## config.mk

```make
export PLATFORM = sky130hd
export DESIGN_NAME = srci_responder
export DESIGN_NICKNAME = d
export VERILOG_FILES = /design/src/srci_pkg.sv /design/src/srci_crc8.sv /design/src/srci_in_filter.sv /design/src/srci_responder.sv
export SDC_FILE = /design/constraint.sdc
export NUM_CORES = 1
export LEC_CHECK = 0
export BUFFER_PORTS_ARGS = -buffer_cell sky130_fd_sc_hd__clkbuf_2
export CAP_MARGIN = 40
export CORE_UTILIZATION = 64
export CTS_BUF_LIST = sky130_fd_sc_hd__clkbuf_4 sky130_fd_sc_hd__clkbuf_8
export DETAILED_ROUTE_END_ITERATION = 6
export GPL_TIMING_DRIVEN = 0
export PLACE_DENSITY = 0.82
export SYNTH_ARGS = -nofsm -noshare
export SYNTH_HDL_FRONTEND = slang
export SYNTH_SLANG_ARGS = --single-unit
```

## constraint.sdc

```tcl
create_clock -name clk -period 3.1 [get_ports clk]
set_input_delay 0.155 -clock clk [delete_from_list [all_inputs] [get_ports clk]]
set_output_delay 0.155 -clock clk [all_outputs]
set_load 0.05 [all_outputs]
```

## src/srci_pkg.sv

```systemverilog
// Shared constants for the serial responder with checksum.
// Assumes a 250 MHz core clock; all times convert to cycles here.
package srci_pkg;
  localparam int unsigned CLK_MHZ = 250;
  localparam int unsigned CLK_PERIOD_NS = 4;
  // Input filter delay
  localparam int unsigned INPUT_FILTER_EN_NS = 200;
  localparam int unsigned INPUT_FILTER_EN_CYC = (INPUT_FILTER_EN_NS + CLK_PERIOD_NS - 1) / CLK_PERIOD_NS;
  // Oscillator start-up time
  localparam int unsigned OSC_START_US = 50;
  localparam int unsigned OSC_START_CYC = OSC_START_US * CLK_MHZ;
  // Frozen bus timeout in seconds
  localparam int unsigned FROZEN_S = 2;
  localparam longint unsigned FROZEN_CYC = 64'(FROZEN_S) * 64'd250000000;
  // Fast oscillator idle hold, one second base
  localparam longint unsigned SEC_CYC = 64'd250000000;
  localparam int unsigned MIN_IDLE_S = 1;
  // Internal processing time for direct commands
  localparam int unsigned PROC_US = 50;
  localparam int unsigned PROC_CYC = PROC_US * CLK_MHZ;
  // Frame lengths
  localparam logic [4:0] BITS_PLAIN = 5'd16;
  localparam logic [4:0] BITS_CRC = 5'd24;
  // Sentinel values and checksum constants
  localparam logic [15:0] FLAG_WORD = 16'hffff;
  localparam logic [7:0] CRC_ERR_FLAG = 8'haa;
  localparam logic [7:0] OSC_OFF_FLAG = 8'hff;
  localparam logic [7:0] STALE_FLAG = 8'h00;
  localparam logic [7:0] CRC_POLY = 8'h07;
  localparam logic [7:0] CRC_INIT = 8'h00;
  // Drive rail reset choice: 0 low rail, 1 aux rail
  localparam logic RAIL_RST = 1'b0;
  // Serial clock idle level in mode 0, used as its filter and edge reset value
  localparam logic SCLK_IDLE = 1'b0;
endpackage

```

## src/srci_crc8.sv

```systemverilog
// Bitwise CRC-8 step, polynomial x^8+x^2+x+1, MSB first.
// Purely combinational; caller holds the register.
module srci_crc8
  import srci_pkg::*;
(
  input wire logic [7:0] crc_in,
  input wire logic bit_in,
  output logic [7:0] crc_out
);
  // Shift left, fold in the generator when the top bit differs
  always_comb begin
    crc_out = {crc_in[6:0], 1'b0} ^ ((crc_in[7] ^ bit_in) ? CRC_POLY : 8'h00);
  end
endmodule // srci_crc8

```

## src/srci_in_filter.sv

```systemverilog
// Input filter for one serial pin; the caller finds the edges.
// Assumes the pin is already synchronised to clk.
module srci_in_filter
  import srci_pkg::*;
#(
  parameter int unsigned DELAY = INPUT_FILTER_EN_CYC,
  parameter logic INIT = 1'b1
) (
  input wire logic clk,
  input wire logic reset,
  input wire logic input_filter_en_en,
  input wire logic pin_sync,
  output logic level
);
  logic [$clog2(DELAY+1)-1:0] cnt_reg;
  logic stable_reg;

  // When enabled, output follows the pin only after it held still for DELAY cycles; disabled, it follows one cycle later
  always_ff @(posedge clk) begin
    if (reset) begin
      cnt_reg <= '0;
      stable_reg <= INIT;
    end else if (!input_filter_en_en || pin_sync == stable_reg) begin
      cnt_reg <= '0;
      stable_reg <= input_filter_en_en ? stable_reg : pin_sync;
    end else if (cnt_reg == ($clog2(DELAY+1))'(DELAY - 1)) begin
      cnt_reg <= '0;
      stable_reg <= pin_sync;
    end else begin
      cnt_reg <= cnt_reg + 1'b1;
    end
  end
  assign level = stable_reg;
endmodule // srci_in_filter

```

## src/srci_responder.sv

```systemverilog
// Serial responder, mode 0, 16 or 24 bit frames with checksum.
// Assumes sclk, mosi and cs_n are host pins; internal logic uses the core port.
module srci_responder
  import srci_pkg::*;
#(
  parameter int unsigned OSC_CYC = OSC_START_CYC,
  parameter longint unsigned SEC_CYCLES = SEC_CYC,
  parameter longint unsigned FROZEN_CYCLES = FROZEN_CYC
) (
  input wire logic clk,
  input wire logic reset,
  input wire logic sclk,
  input wire logic cs_n,
  input wire logic mosi,
  output logic miso,
  output logic miso_oe_n,
  input wire logic crc_en,
  input wire logic input_filter_en,
  input wire logic out_drive_rail_cfg,
  input wire logic switch_to_serial_cmd,
  input wire logic [7:0] idle_time_s,
  output logic out_drive_rail_sel,
  output logic fast_oscillator_on,
  output logic rx_valid,
  output logic rx_write,
  output logic [6:0] rx_addr,
  output logic [7:0] rx_data,
  input wire logic tx_load,
  input wire logic [15:0] tx_word,
  output logic frame_error,
  output logic bus_frozen
);
  // Two-flop synchronisers for the three host pins
  logic [2:0] sync1_reg, sync2_reg;
  always_ff @(posedge clk) begin
    if (reset) begin
      sync1_reg <= 3'h4; // Select high, clock low: mode 0 idle, no false edge
      sync2_reg <= 3'h4;
    end else begin
      sync1_reg <= {cs_n, mosi, sclk};
      sync2_reg <= sync1_reg;
    end
  end

  logic sclk_f, mosi_f, cs_f;
  srci_in_filter #(.INIT(SCLK_IDLE)) u_f_sclk (.clk(clk), .reset(reset), .input_filter_en_en(input_filter_en),
    .pin_sync(sync2_reg[0]), .level(sclk_f));
  srci_in_filter u_f_mosi (.clk(clk), .reset(reset), .input_filter_en_en(input_filter_en),
    .pin_sync(sync2_reg[1]), .level(mosi_f));
  srci_in_filter u_f_cs (.clk(clk), .reset(reset), .input_filter_en_en(input_filter_en),
    .pin_sync(sync2_reg[2]), .level(cs_f));

  // Edge detection on filtered levels
  logic sclk_d_reg, cs_d_reg;
  always_ff @(posedge clk) begin
    if (reset) begin
      sclk_d_reg <= SCLK_IDLE;
      cs_d_reg <= 1'b1;
    end else begin
      sclk_d_reg <= sclk_f;
      cs_d_reg <= cs_f;
    end
  end
  wire sclk_rise = sclk_f & ~sclk_d_reg;
  wire sclk_fall = ~sclk_f & sclk_d_reg;
  wire cs_fall = ~cs_f & cs_d_reg;
  wire cs_rise = cs_f & ~cs_d_reg;
  wire active = ~cs_f;

  // Fast oscillator: started by chip-select fall, ready after start-up time
  typedef enum logic [1:0] {
    SRCI_OSC_OFF = 2'b00,
    SRCI_OSC_START = 2'b01,
    SRCI_OSC_RUN = 2'b10
  } srci_osc_t;
  srci_osc_t osc_reg;
  logic [31:0] osc_cnt_reg;
  logic [63:0] idle_cnt_reg;
  logic [7:0] idle_sec_reg;
  wire [7:0] hold_s = (idle_time_s < 8'(MIN_IDLE_S)) ? 8'(MIN_IDLE_S) : idle_time_s;
  always_ff @(posedge clk) begin
    if (reset) begin
      osc_reg <= SRCI_OSC_OFF;
      osc_cnt_reg <= 32'h0;
      idle_cnt_reg <= 64'h0;
      idle_sec_reg <= 8'h0;
    end else begin
      case (osc_reg)
        SRCI_OSC_OFF: begin
          if (cs_fall) begin
            osc_reg <= SRCI_OSC_START;
            osc_cnt_reg <= 32'h0;
          end
        end
        SRCI_OSC_START: begin
          if (osc_cnt_reg == 32'(OSC_CYC - 1)) begin
            osc_reg <= SRCI_OSC_RUN;
            idle_cnt_reg <= 64'h0;
            idle_sec_reg <= 8'h0;
          end else begin
            osc_cnt_reg <= osc_cnt_reg + 32'h1;
          end
        end
        SRCI_OSC_RUN: begin
          // Any frame restarts the idle window
          if (active) begin
            idle_cnt_reg <= 64'h0;
            idle_sec_reg <= 8'h0;
          end else if (idle_cnt_reg == SEC_CYCLES - 64'h1) begin
            idle_cnt_reg <= 64'h0;
            if (idle_sec_reg + 8'h1 >= hold_s) begin
              osc_reg <= SRCI_OSC_OFF;
            end else begin
              idle_sec_reg <= idle_sec_reg + 8'h1;
            end
          end else begin
            idle_cnt_reg <= idle_cnt_reg + 64'h1;
          end
        end
        default: osc_reg <= SRCI_OSC_OFF;
      endcase
    end
  end
  wire osc_ready = (osc_reg == SRCI_OSC_RUN);

  // Frozen bus watchdog: cs low, clock static
  logic [63:0] frz_cnt_reg;
  logic frozen_reg;
  always_ff @(posedge clk) begin
    if (reset) begin
      frz_cnt_reg <= 64'h0;
      frozen_reg <= 1'b0;
    end else if (!active || sclk_rise || sclk_fall) begin
      frz_cnt_reg <= 64'h0;
      frozen_reg <= 1'b0;
    end else if (frz_cnt_reg == FROZEN_CYCLES - 64'h1) begin
      frz_cnt_reg <= 64'h0;
      frozen_reg <= 1'b1;
    end else begin
      frz_cnt_reg <= frz_cnt_reg + 64'h1;
      frozen_reg <= 1'b0;
    end
  end
  wire frame_kill = frozen_reg;

  // Frame shift logic; frame mode latched at chip-select fall
  logic [4:0] bit_cnt_reg;
  logic [23:0] rx_sh_reg;
  logic [23:0] tx_sh_reg;
  logic [7:0] crc_rx_reg;
  logic mode_crc_reg;
  logic osc_at_start_reg;
  logic [7:0] crc_rx_next;
  srci_crc8 u_crc_rx (.crc_in(crc_rx_reg), .bit_in(mosi_f), .crc_out(crc_rx_next));

  // Outgoing buffer state
  logic [15:0] obuf_reg;
  logic [7:0] ocrc_reg;
  logic ofresh_reg;
  logic oerr_reg;

  // Checksum of the outgoing buffer, bit-serial over 16 steps
  logic [7:0] tx_crc;
  always_comb begin
    tx_crc = CRC_INIT;
    for (int i = 15; i >= 0; i--) begin
      tx_crc = {tx_crc[6:0], 1'b0} ^ ((tx_crc[7] ^ obuf_reg[i]) ? CRC_POLY : 8'h00);
    end
  end

  // Word shifted out this frame, fixed at chip-select fall
  logic [23:0] tx_load_word;
  always_comb begin
    if (!osc_ready) begin
      tx_load_word = {FLAG_WORD, OSC_OFF_FLAG};
    end else if (oerr_reg) begin
      tx_load_word = {obuf_reg, ocrc_reg};
    end else if (!ofresh_reg) begin
      tx_load_word = {FLAG_WORD, STALE_FLAG};
    end else begin
      tx_load_word = {obuf_reg, tx_crc};
    end
  end

  always_ff @(posedge clk) begin
    if (reset || frame_kill) begin
      bit_cnt_reg <= 5'h0;
      rx_sh_reg <= 24'h0;
      tx_sh_reg <= 24'hffffff;
      crc_rx_reg <= CRC_INIT;
      mode_crc_reg <= 1'b0;
      osc_at_start_reg <= 1'b0;
    end else if (cs_fall) begin
      bit_cnt_reg <= 5'h0;
      crc_rx_reg <= CRC_INIT;
      mode_crc_reg <= crc_en;
      osc_at_start_reg <= osc_ready;
      tx_sh_reg <= tx_load_word;
    end else if (active && sclk_rise) begin
      // Sample on rising edge, MSB first
      rx_sh_reg <= {rx_sh_reg[22:0], mosi_f};
      if (bit_cnt_reg < 5'd16) begin
        crc_rx_reg <= crc_rx_next;
      end
      if (bit_cnt_reg != 5'h1f) begin
        bit_cnt_reg <= bit_cnt_reg + 5'h1;
      end
    end else if (active && sclk_fall) begin
      tx_sh_reg <= {tx_sh_reg[22:0], 1'b1};
    end
  end

  // End of frame evaluation at chip-select rise
  wire [4:0] want_bits = mode_crc_reg ? BITS_CRC : BITS_PLAIN;
  wire len_ok = (bit_cnt_reg == want_bits);
  wire crc_ok = !mode_crc_reg || (rx_sh_reg[7:0] == crc_rx_reg);
  wire [15:0] frame_word = mode_crc_reg ? rx_sh_reg[23:8] : rx_sh_reg[15:0];
  wire frame_end = cs_rise && !frame_kill;
  wire frame_good = frame_end && len_ok && crc_ok && osc_at_start_reg;
  wire crc_bad = frame_end && mode_crc_reg && !(len_ok && crc_ok);

  // Incoming buffer handed to internal logic
  always_ff @(posedge clk) begin
    if (reset) begin
      rx_valid <= 1'b0;
      rx_write <= 1'b0;
      rx_addr <= 7'h0;
      rx_data <= 8'h0;
      frame_error <= 1'b0;
    end else begin
      rx_valid <= frame_good;
      frame_error <= frame_end && !(len_ok && crc_ok);
      if (frame_good) begin
        rx_write <= frame_word[15];
        rx_addr <= frame_word[14:8];
        rx_data <= frame_word[7:0];
      end
    end
  end

  // Outgoing buffer: refresh wins over the stale mark in the same cycle
  always_ff @(posedge clk) begin
    if (reset) begin
      obuf_reg <= FLAG_WORD;
      ocrc_reg <= STALE_FLAG;
      ofresh_reg <= 1'b0;
      oerr_reg <= 1'b0;
    end else if (tx_load) begin
      obuf_reg <= tx_word;
      ofresh_reg <= 1'b1;
      oerr_reg <= 1'b0;
    end else if (crc_bad) begin
      obuf_reg <= FLAG_WORD;
      ocrc_reg <= CRC_ERR_FLAG;
      oerr_reg <= 1'b1;
      ofresh_reg <= 1'b0;
    end else if (frame_end) begin
      ofresh_reg <= 1'b0;
      oerr_reg <= 1'b0;
    end
  end

  // Output pin: driven while selected, released otherwise
  always_ff @(posedge clk) begin
    if (reset) begin
      miso <= 1'b1;
      miso_oe_n <= 1'b1;
    end else begin
      // Idle high while deselected, so a short frame never leaves a stray bit
      miso <= active ? tx_sh_reg[23] : 1'b1;
      miso_oe_n <= ~active;
    end
  end

  // Drive rail and oscillator status; rail only moves on switch command
  always_ff @(posedge clk) begin
    if (reset) begin
      out_drive_rail_sel <= RAIL_RST;
      fast_oscillator_on <= 1'b0;
      bus_frozen <= 1'b0;
    end else begin
      if (switch_to_serial_cmd) begin
        out_drive_rail_sel <= out_drive_rail_cfg;
      end
      fast_oscillator_on <= (osc_reg != SRCI_OSC_OFF);
      bus_frozen <= frozen_reg;
    end
  end
endmodule // srci_responder

```

==> impl_metrics.ini, run 1 <==
[power]
ir_drop_mv = 0.471
power_switching_w = 0.00186
switching_share_pct = 22.6
cellPowerDensity_nw_per_um2 = 511
combPwrFrac_pct = 5.2
p_seq_share_pct = 48.6
pwr-share-clk_pct = 46.1
p_leak_nw = 5.47
internal-power_w = 0.00635

[synth]
yosysTopAreaCellShare_pct = 43.3
yosysSeqAreaShare_pct = 43.3
yosys-top-cells-area = dfxtp_1 43%, xnor2_1 7.5%, nor2_1 5.5%
synth_nets = 1672
synth_cells = 1617
yosysWarnings = 0
synth_edf_count = 0
synth_cell_type_count = 67
ys_ff_latch = 304
synthFlopType = dfxtp_1
postSynth.asyncResetShare_pct = 0
syn_area_um2 = 14100
avgSynthCellArea_um2 = 8.70
synth_area_leader_cell = dfxtp_1

[detailed_routing]
routed_wl_mm = 32.9
drtAntennaViolNets = 0
drt_iter0_markers = 598
route.vias.total = 12100
firstDrtPassIters = 5
drcViolationCount = 0
wl_per_cell_um = 16.0
routed_via_density = 5.88

[finish]
nets = 1804
fin_area_um2 = 16000
area_growth_pct = 14.1
antennaDiodeCount = 0
layout-drive-gt1-share_pct = 12.1

[global_route]
overflow = 0
grt_pass1_vias = 11600
grt_pass1_wl_mm = 54.2
grt_max_degree = 13
grtUsageTotal_pct = 29.4
antenna_found_initial = 0

[worst_setup_path]
worst_setup_path_start_kind = flop
critical_path_class = flop to flop
r2r_cells = 7
cp.required_ns = 3.52
cp.arrival_ns = 3.36
worstSetupStartpoint = osc_cnt_reg[4]$_SDFFE_PP0P_
timing.rr.start = osc_cnt_reg[4]$_SDFFE_PP0P_
endpoint_kind = flop
cp_max_fo = 10

[sta]
worst_pin_slew_ns = 0.849
timing.final.crit_share_pct = 94.7
fin_crit_ns = 2.94
setup_tns_ns = 0
finalSetupViolations = 0
hold_violations = 0
max_slew_margin_pct = 43.0
max_freq_mhz = 340
drv_slew = 0
grt_setup_unrepaired = no
clock_skew_ns = 0.0237

[clock_network]
clock_latency_ns = 0.57
post_cts_buffers = 0
cts.sinks = 304
cts-root-buf = clkbuf_8
ctsLongestPathBuffers = 3
htree_levels = 2
path_clk_slew_ns = 0.06
cts_tree = yes
numCtsBuffers = 49

[floorplanning]
die_w_um = 150
die_h_um = 150
start_util_pct = 66.1
rows = 53
coreArea_um2 = 21300
pin_count = 57
die_area_um2 = 22600

[place]
placed_area_um2 = 14700
dpl.hpwl_mm = 22.1
gp_congestion = 0.871
io_buffer_count = 56

[run_status]
status = completed

[worst_hold_path]
holdCritPathClass = primary input to flop
hp-start = tx_word[5]
hold_path_depth = 3

[run]
maxCapViolations = 0
## final cells by class
class / instances / area (um2)
sequential: 304 / 6090
inverter: 41 / 154
clock buffer: 76 / 958
clock inverter: 12 / 138
multi-input combinational: 1193 / 7500
tap: 275 / 344
buffer: 79 / 334
fill: 1544 / 5240
timing repair buffer: 81 / 531
## worst max-delay path, cell delays in order (launching register included)
cell and delay (ns):
dfxtp_1 0.43, nor4b_1 0.40, nand4_1 0.46, o2111ai_2 0.61, clkbuf_1 0.47, nor3_1 0.15
xnor2_1 0.21, nor2_1 0.07
## cell usage in the layout, fill, tap and decap left out, drive strengths merged, types with 4 or more instances in the layout
cell type    synthesis  layout
xor2                66      66
o221ai              16      16
clkbuf              56     188
and4                12      12
dfxtp              304     304
nand2b               8       8
and2                 8       8
xnor2              121     121
nand2              168     168
nand3               75      75
nand4               50      50
dlygate4sd3          0      25
mux2i               21      21
or4                 12      12
buf                 23      23
a22o                 4       4
nor2               206     206
nor4b               13      13
a211oi              17      17
nor2b               10      10
or2                 10      10
clkinv               0       8
o22a                16      16
a21oi               77      77
ha                  21      21
a21o                 5       5
nor4                61      61
o31ai                7       7
nor3                50      50
and3                18      18
o21ai               50      50
or3                 37      37
o211ai               4       4
inv                 41      41
## layer usage
layer  vias up  share of wire [%]  global-route usage (%)
li1       5958                  -                       -
met1      5778                 43                    37.1
met2       321                 49                    50.8
met3        68                5.1                    4.15
met4         0                2.6                    11.1
met5         -                  0                       0
## cell usage after synthesis (15+ instances only)
| cell type | instances |
|---|---|
| a211oi_1 | 17 |
| a21oi_1 | 77 |
| and3_1 | 18 |
| buf_2 | 15 |
| clkbuf_1 | 56 |
| dfxtp_1 | 304 |
| ha_1 | 21 |
| inv_1 | 41 |
| mux2i_1 | 21 |
| nand2_1 | 168 |
| nand3_1 | 73 |
| nand4_1 | 47 |
| nor2_1 | 206 |
| nor3_1 | 45 |
| nor4_1 | 38 |
| nor4_2 | 20 |
| o21ai_0 | 44 |
| o221ai_1 | 16 |
| o22a_1 | 16 |
| or3_1 | 37 |
| xnor2_1 | 121 |
| xor2_1 | 66 |
## metrics by stage
step           setup WS, ns  instances  total power (W)  util (%)  hold WS [ns]
4_1_cts               0.101       2061          0.00824      75.3         0.276
3_5_place_dp          0.106       1948          0.00447      69.0         0.339
5_1_grt              0.0643       2061          0.00848      75.4         0.324
3_3_place_gp          0.157       1948          0.00446      69.0         0.339
6_report              0.163       2061          0.00821      75.4         0.338
2_1_floorplan         0.602       1617          0.00436         -         0.259
## logic make-up after synthesis
| kind of cell | Yosys count | share of synthesized area, % |
|---|---|---|
| AO/OA/AOI/OAI | 213 | 9.68 |
| XOR/XNOR | 190 | 12.1 |
| adder cells (fa/ha/maj) | 21 | 1.87 |
| buffers and inverters | 120 | 3.47 |
| flip-flops | 304 | 43.3 |
| multiplexers | 22 | 1.57 |
| AND/OR/NAND/NOR | 747 | 28.0 |
## final timing paths
check,slack [ns],to
worst max-delay path,0.16,osc_cnt_reg[27]$_SDFFE_PP0P_
worst min-delay path,0.34,obuf_reg[5]$_SDFFE_PP1P_
worst max register to register,0.16,osc_cnt_reg[27]$_SDFFE_PP0P_
worst min register to register,0.43,sync2_reg[2]$_SDFF_PP1_
## power groups by stage
stage | combinational, W | clock, W | sequential (W)
5_1_grt | 0.000465 | 0.00402 | 0.00399
6_report | 0.000430 | 0.00378 | 0.00399
4_1_cts | 0.000419 | 0.00383 | 0.00399
3_5_place_dp | 0.000391 | 0 | 0.00407
2_1_floorplan | 0.000286 | 0 | 0.00407
3_3_place_gp | 0.000383 | 0 | 0.00407
## timing repair
item,4_1_cts,5_1_grt
setup endpoints to repair,0,10
hold buffers,25,0
resized for setup,0,2
hold endpoints to repair,27,0
Note: power is estimated with default switching activity, not from simulation.
==> inputs of run 2 (changes only) <==
--- a/config.mk
+++ b/config.mk
@@ -7,11 +7,14 @@
 export LEC_CHECK = 0
 export BUFFER_PORTS_ARGS = -buffer_cell sky130_fd_sc_hd__clkbuf_2
 export CAP_MARGIN = 40
-export CORE_UTILIZATION = 64
+export CELL_PAD_IN_SITES_DETAIL_PLACEMENT = 0
+export CELL_PAD_IN_SITES_GLOBAL_PLACEMENT = 1
+export CORE_UTILIZATION = 49
 export CTS_BUF_LIST = sky130_fd_sc_hd__clkbuf_4 sky130_fd_sc_hd__clkbuf_8
 export DETAILED_ROUTE_END_ITERATION = 6
 export GPL_TIMING_DRIVEN = 0
-export PLACE_DENSITY = 0.82
+export PLACE_DENSITY_LB_ADDON = 0.1
+export SETUP_SLACK_MARGIN = 0.1
 export SYNTH_ARGS = -nofsm -noshare
 export SYNTH_HDL_FRONTEND = slang
 export SYNTH_SLANG_ARGS = --single-unit
==> impl_metrics.ini, run 2 (synthesis results as in run 1) <==
[sta]
finalSetupViolations = 0
max_slew_margin_pct = 40.3
worst_pin_slew_ns = 0.888
hold_violations = 0
setup_tns_ns = 0
max_freq_mhz = 349
timing.final.crit_share_pct = 92.5
clock_skew_ns = 0.0385
grt_setup_unrepaired = yes
drv_slew = 0
fin_crit_ns = 2.87

[place]
dpl.hpwl_mm = 24.2
io_buffer_count = 56
gp_congestion = 0.851
placed_area_um2 = 14800

[finish]
layout-drive-gt1-share_pct = 12.5
area_growth_pct = 15.6
fillers = 2609
nets = 1807
fin_area_um2 = 16300
final_common_cell = dfxtp_1
layout_common_cells = 304 x dfxtp_1, 206 x nor2_1, 168 x nand2_1, 121 x xnor2_1, 77 x a21oi_1

[run]
maxCapViolations = 0

[floorplanning]
die_area_um2 = 29400
coreArea_um2 = 28000
die_h_um = 171
rows = 61
die_w_um = 171
pin_count = 57
start_util_pct = 50.2

[worst_setup_path]
crit_top_cell = a21o_1
crit_slowest_cell = or3_1
worstSetupStartpoint = idle_sec_reg[0]$_SDFFE_PP0P_
critical_path_class = flop to flop
cp_max_fo = 8
worst_setup_path_start_kind = flop
worstPathCellList = nand3_1 -> or3_1 -> nand2_1 -> ha_1 -> a21o_1 -> a21o_1 -> a21oi_1 -> a41oi_1 -> o211a_2 -> mux2_2
cp.required_ns = 3.55
cp.arrival_ns = 3.32
timing.rr.start = idle_sec_reg[0]$_SDFFE_PP0P_
slowest_delay_ns = 0.41
endpoint_kind = flop

[clock_network]
cts_tree = yes
cts-root-buf = clkbuf_8
numCtsBuffers = 52
cts.sinks = 304
path_clk_slew_ns = 0.06
htree_levels = 2
ctsLongestPathBuffers = 3
clock_latency_ns = 0.60

[detailed_routing]
drcViolationCount = 0
firstDrtPassIters = 5
routed_wl_mm = 33.8
route.vias.total = 11700
wl_per_cell_um = 15.6
drt_iter0_markers = 578
drtAntennaViolNets = 0
routed_via_density = 5.40

[power]
ir_drop_mv = 0.377
cellPowerDensity_nw_per_um2 = 512
p_leak_nw = 5.51

[worst_hold_path]
holdCritPathClass = primary input to flop
hp-start = tx_word[5]

[global_route]
overflow = 0
antenna_found_initial = 2
grt_max_degree = 14
grt_pass1_vias = 11200
grt_pass1_wl_mm = 55.5
grtUsageTotal_pct = 23.4

[run_status]
status = completed
run 2: area by class of cell:
type | count | area, um2 | share of cell area, %
Clock buffer | 87 | 1080 | 6.67
Tap cell | 378 | 473 | 2.91
Buffer | 78 | 330 | 2.03
Clock inverter | 9 | 75.1 | 0.462
Inverter | 41 | 154 | 0.947
Sequential cell | 304 | 6090 | 37.4
Timing Repair Buffer | 82 | 538 | 3.31
Multi-Input combinational cell | 1193 | 7510 | 46.2
Antenna cell | 2 | 5.00 | 0.0308
run 2: where the power goes:
| group | internal (W) | switching [W] | leakage, nW | total [W] |
|---|---|---|---|---|
| clock | 0.00228 | 0.00162 | 0.617 | 0.00390 |
| sequential | 0.00395 | 0.0000392 | 2.46 | 0.00399 |
| combinational | 0.000183 | 0.000247 | 2.44 | 0.000431 |
run 2: repair_timing:
action / 4_1_cts / 5_1_grt
gates resized for setup: 0 / 3
endpoints found under the hold margin: 27 / 0
hold buffers: 25 / 0
setup buffers: 0 / 0
setup endpoints to repair: 0 / 94
run 2: path summary, 6_finish.rpt:
kind	to	slack, ns	cells after the start
max	idle_sec_reg[0]$_SDFFE_PP0P_	0.23	10
max reg2reg	idle_sec_reg[0]$_SDFFE_PP0P_	0.23	10
min	obuf_reg[5]$_SDFFE_PP1P_	0.33	3
min reg2reg	sync2_reg[2]$_SDFF_PP1_	0.42	1
run 2: per-layer routing:
| metal | global-route usage, % | up-vias | routed length (um) | share of wire (%) |
|---|---|---|---|---|
| met5 | 0 | - | 0 | 0 |
| met4 | 7.22 | 0 | 750 | 2.2 |
| met3 | 3.45 | 53 | 1220 | 3.6 |
| met2 | 40.4 | 199 | 16000 | 47 |
| met1 | 30.0 | 5521 | 15900 | 47 |
| li1 | - | 5961 | - | - |
run 2: worst max-delay path: cells and delay by family, from the launching register on:
kind                     cells  cell delay, ns
AO/OA/AOI/OAI                5            1.14
adder cells (fa/ha/maj)      1            0.25
flip-flops                   1            0.40
multiplexers                 1            0.28
AND/OR/NAND/NOR              3            0.68
run 2: per-stage QoR:
step                      hold WS (ns)  power [W]  cells  utilization (%)  setup WS [ns]
final                            0.331    0.00832   2174             58.0          0.232
after global routing             0.315    0.00867   2174             58.0         0.0946
after CTS                        0.290    0.00844   2173             58.0          0.147
after detailed placement         0.366    0.00448   2052             52.9          0.190
after global placement           0.361    0.00448   2051             52.9         0.0758
after floorplan                  0.259    0.00436   1617                -          0.602
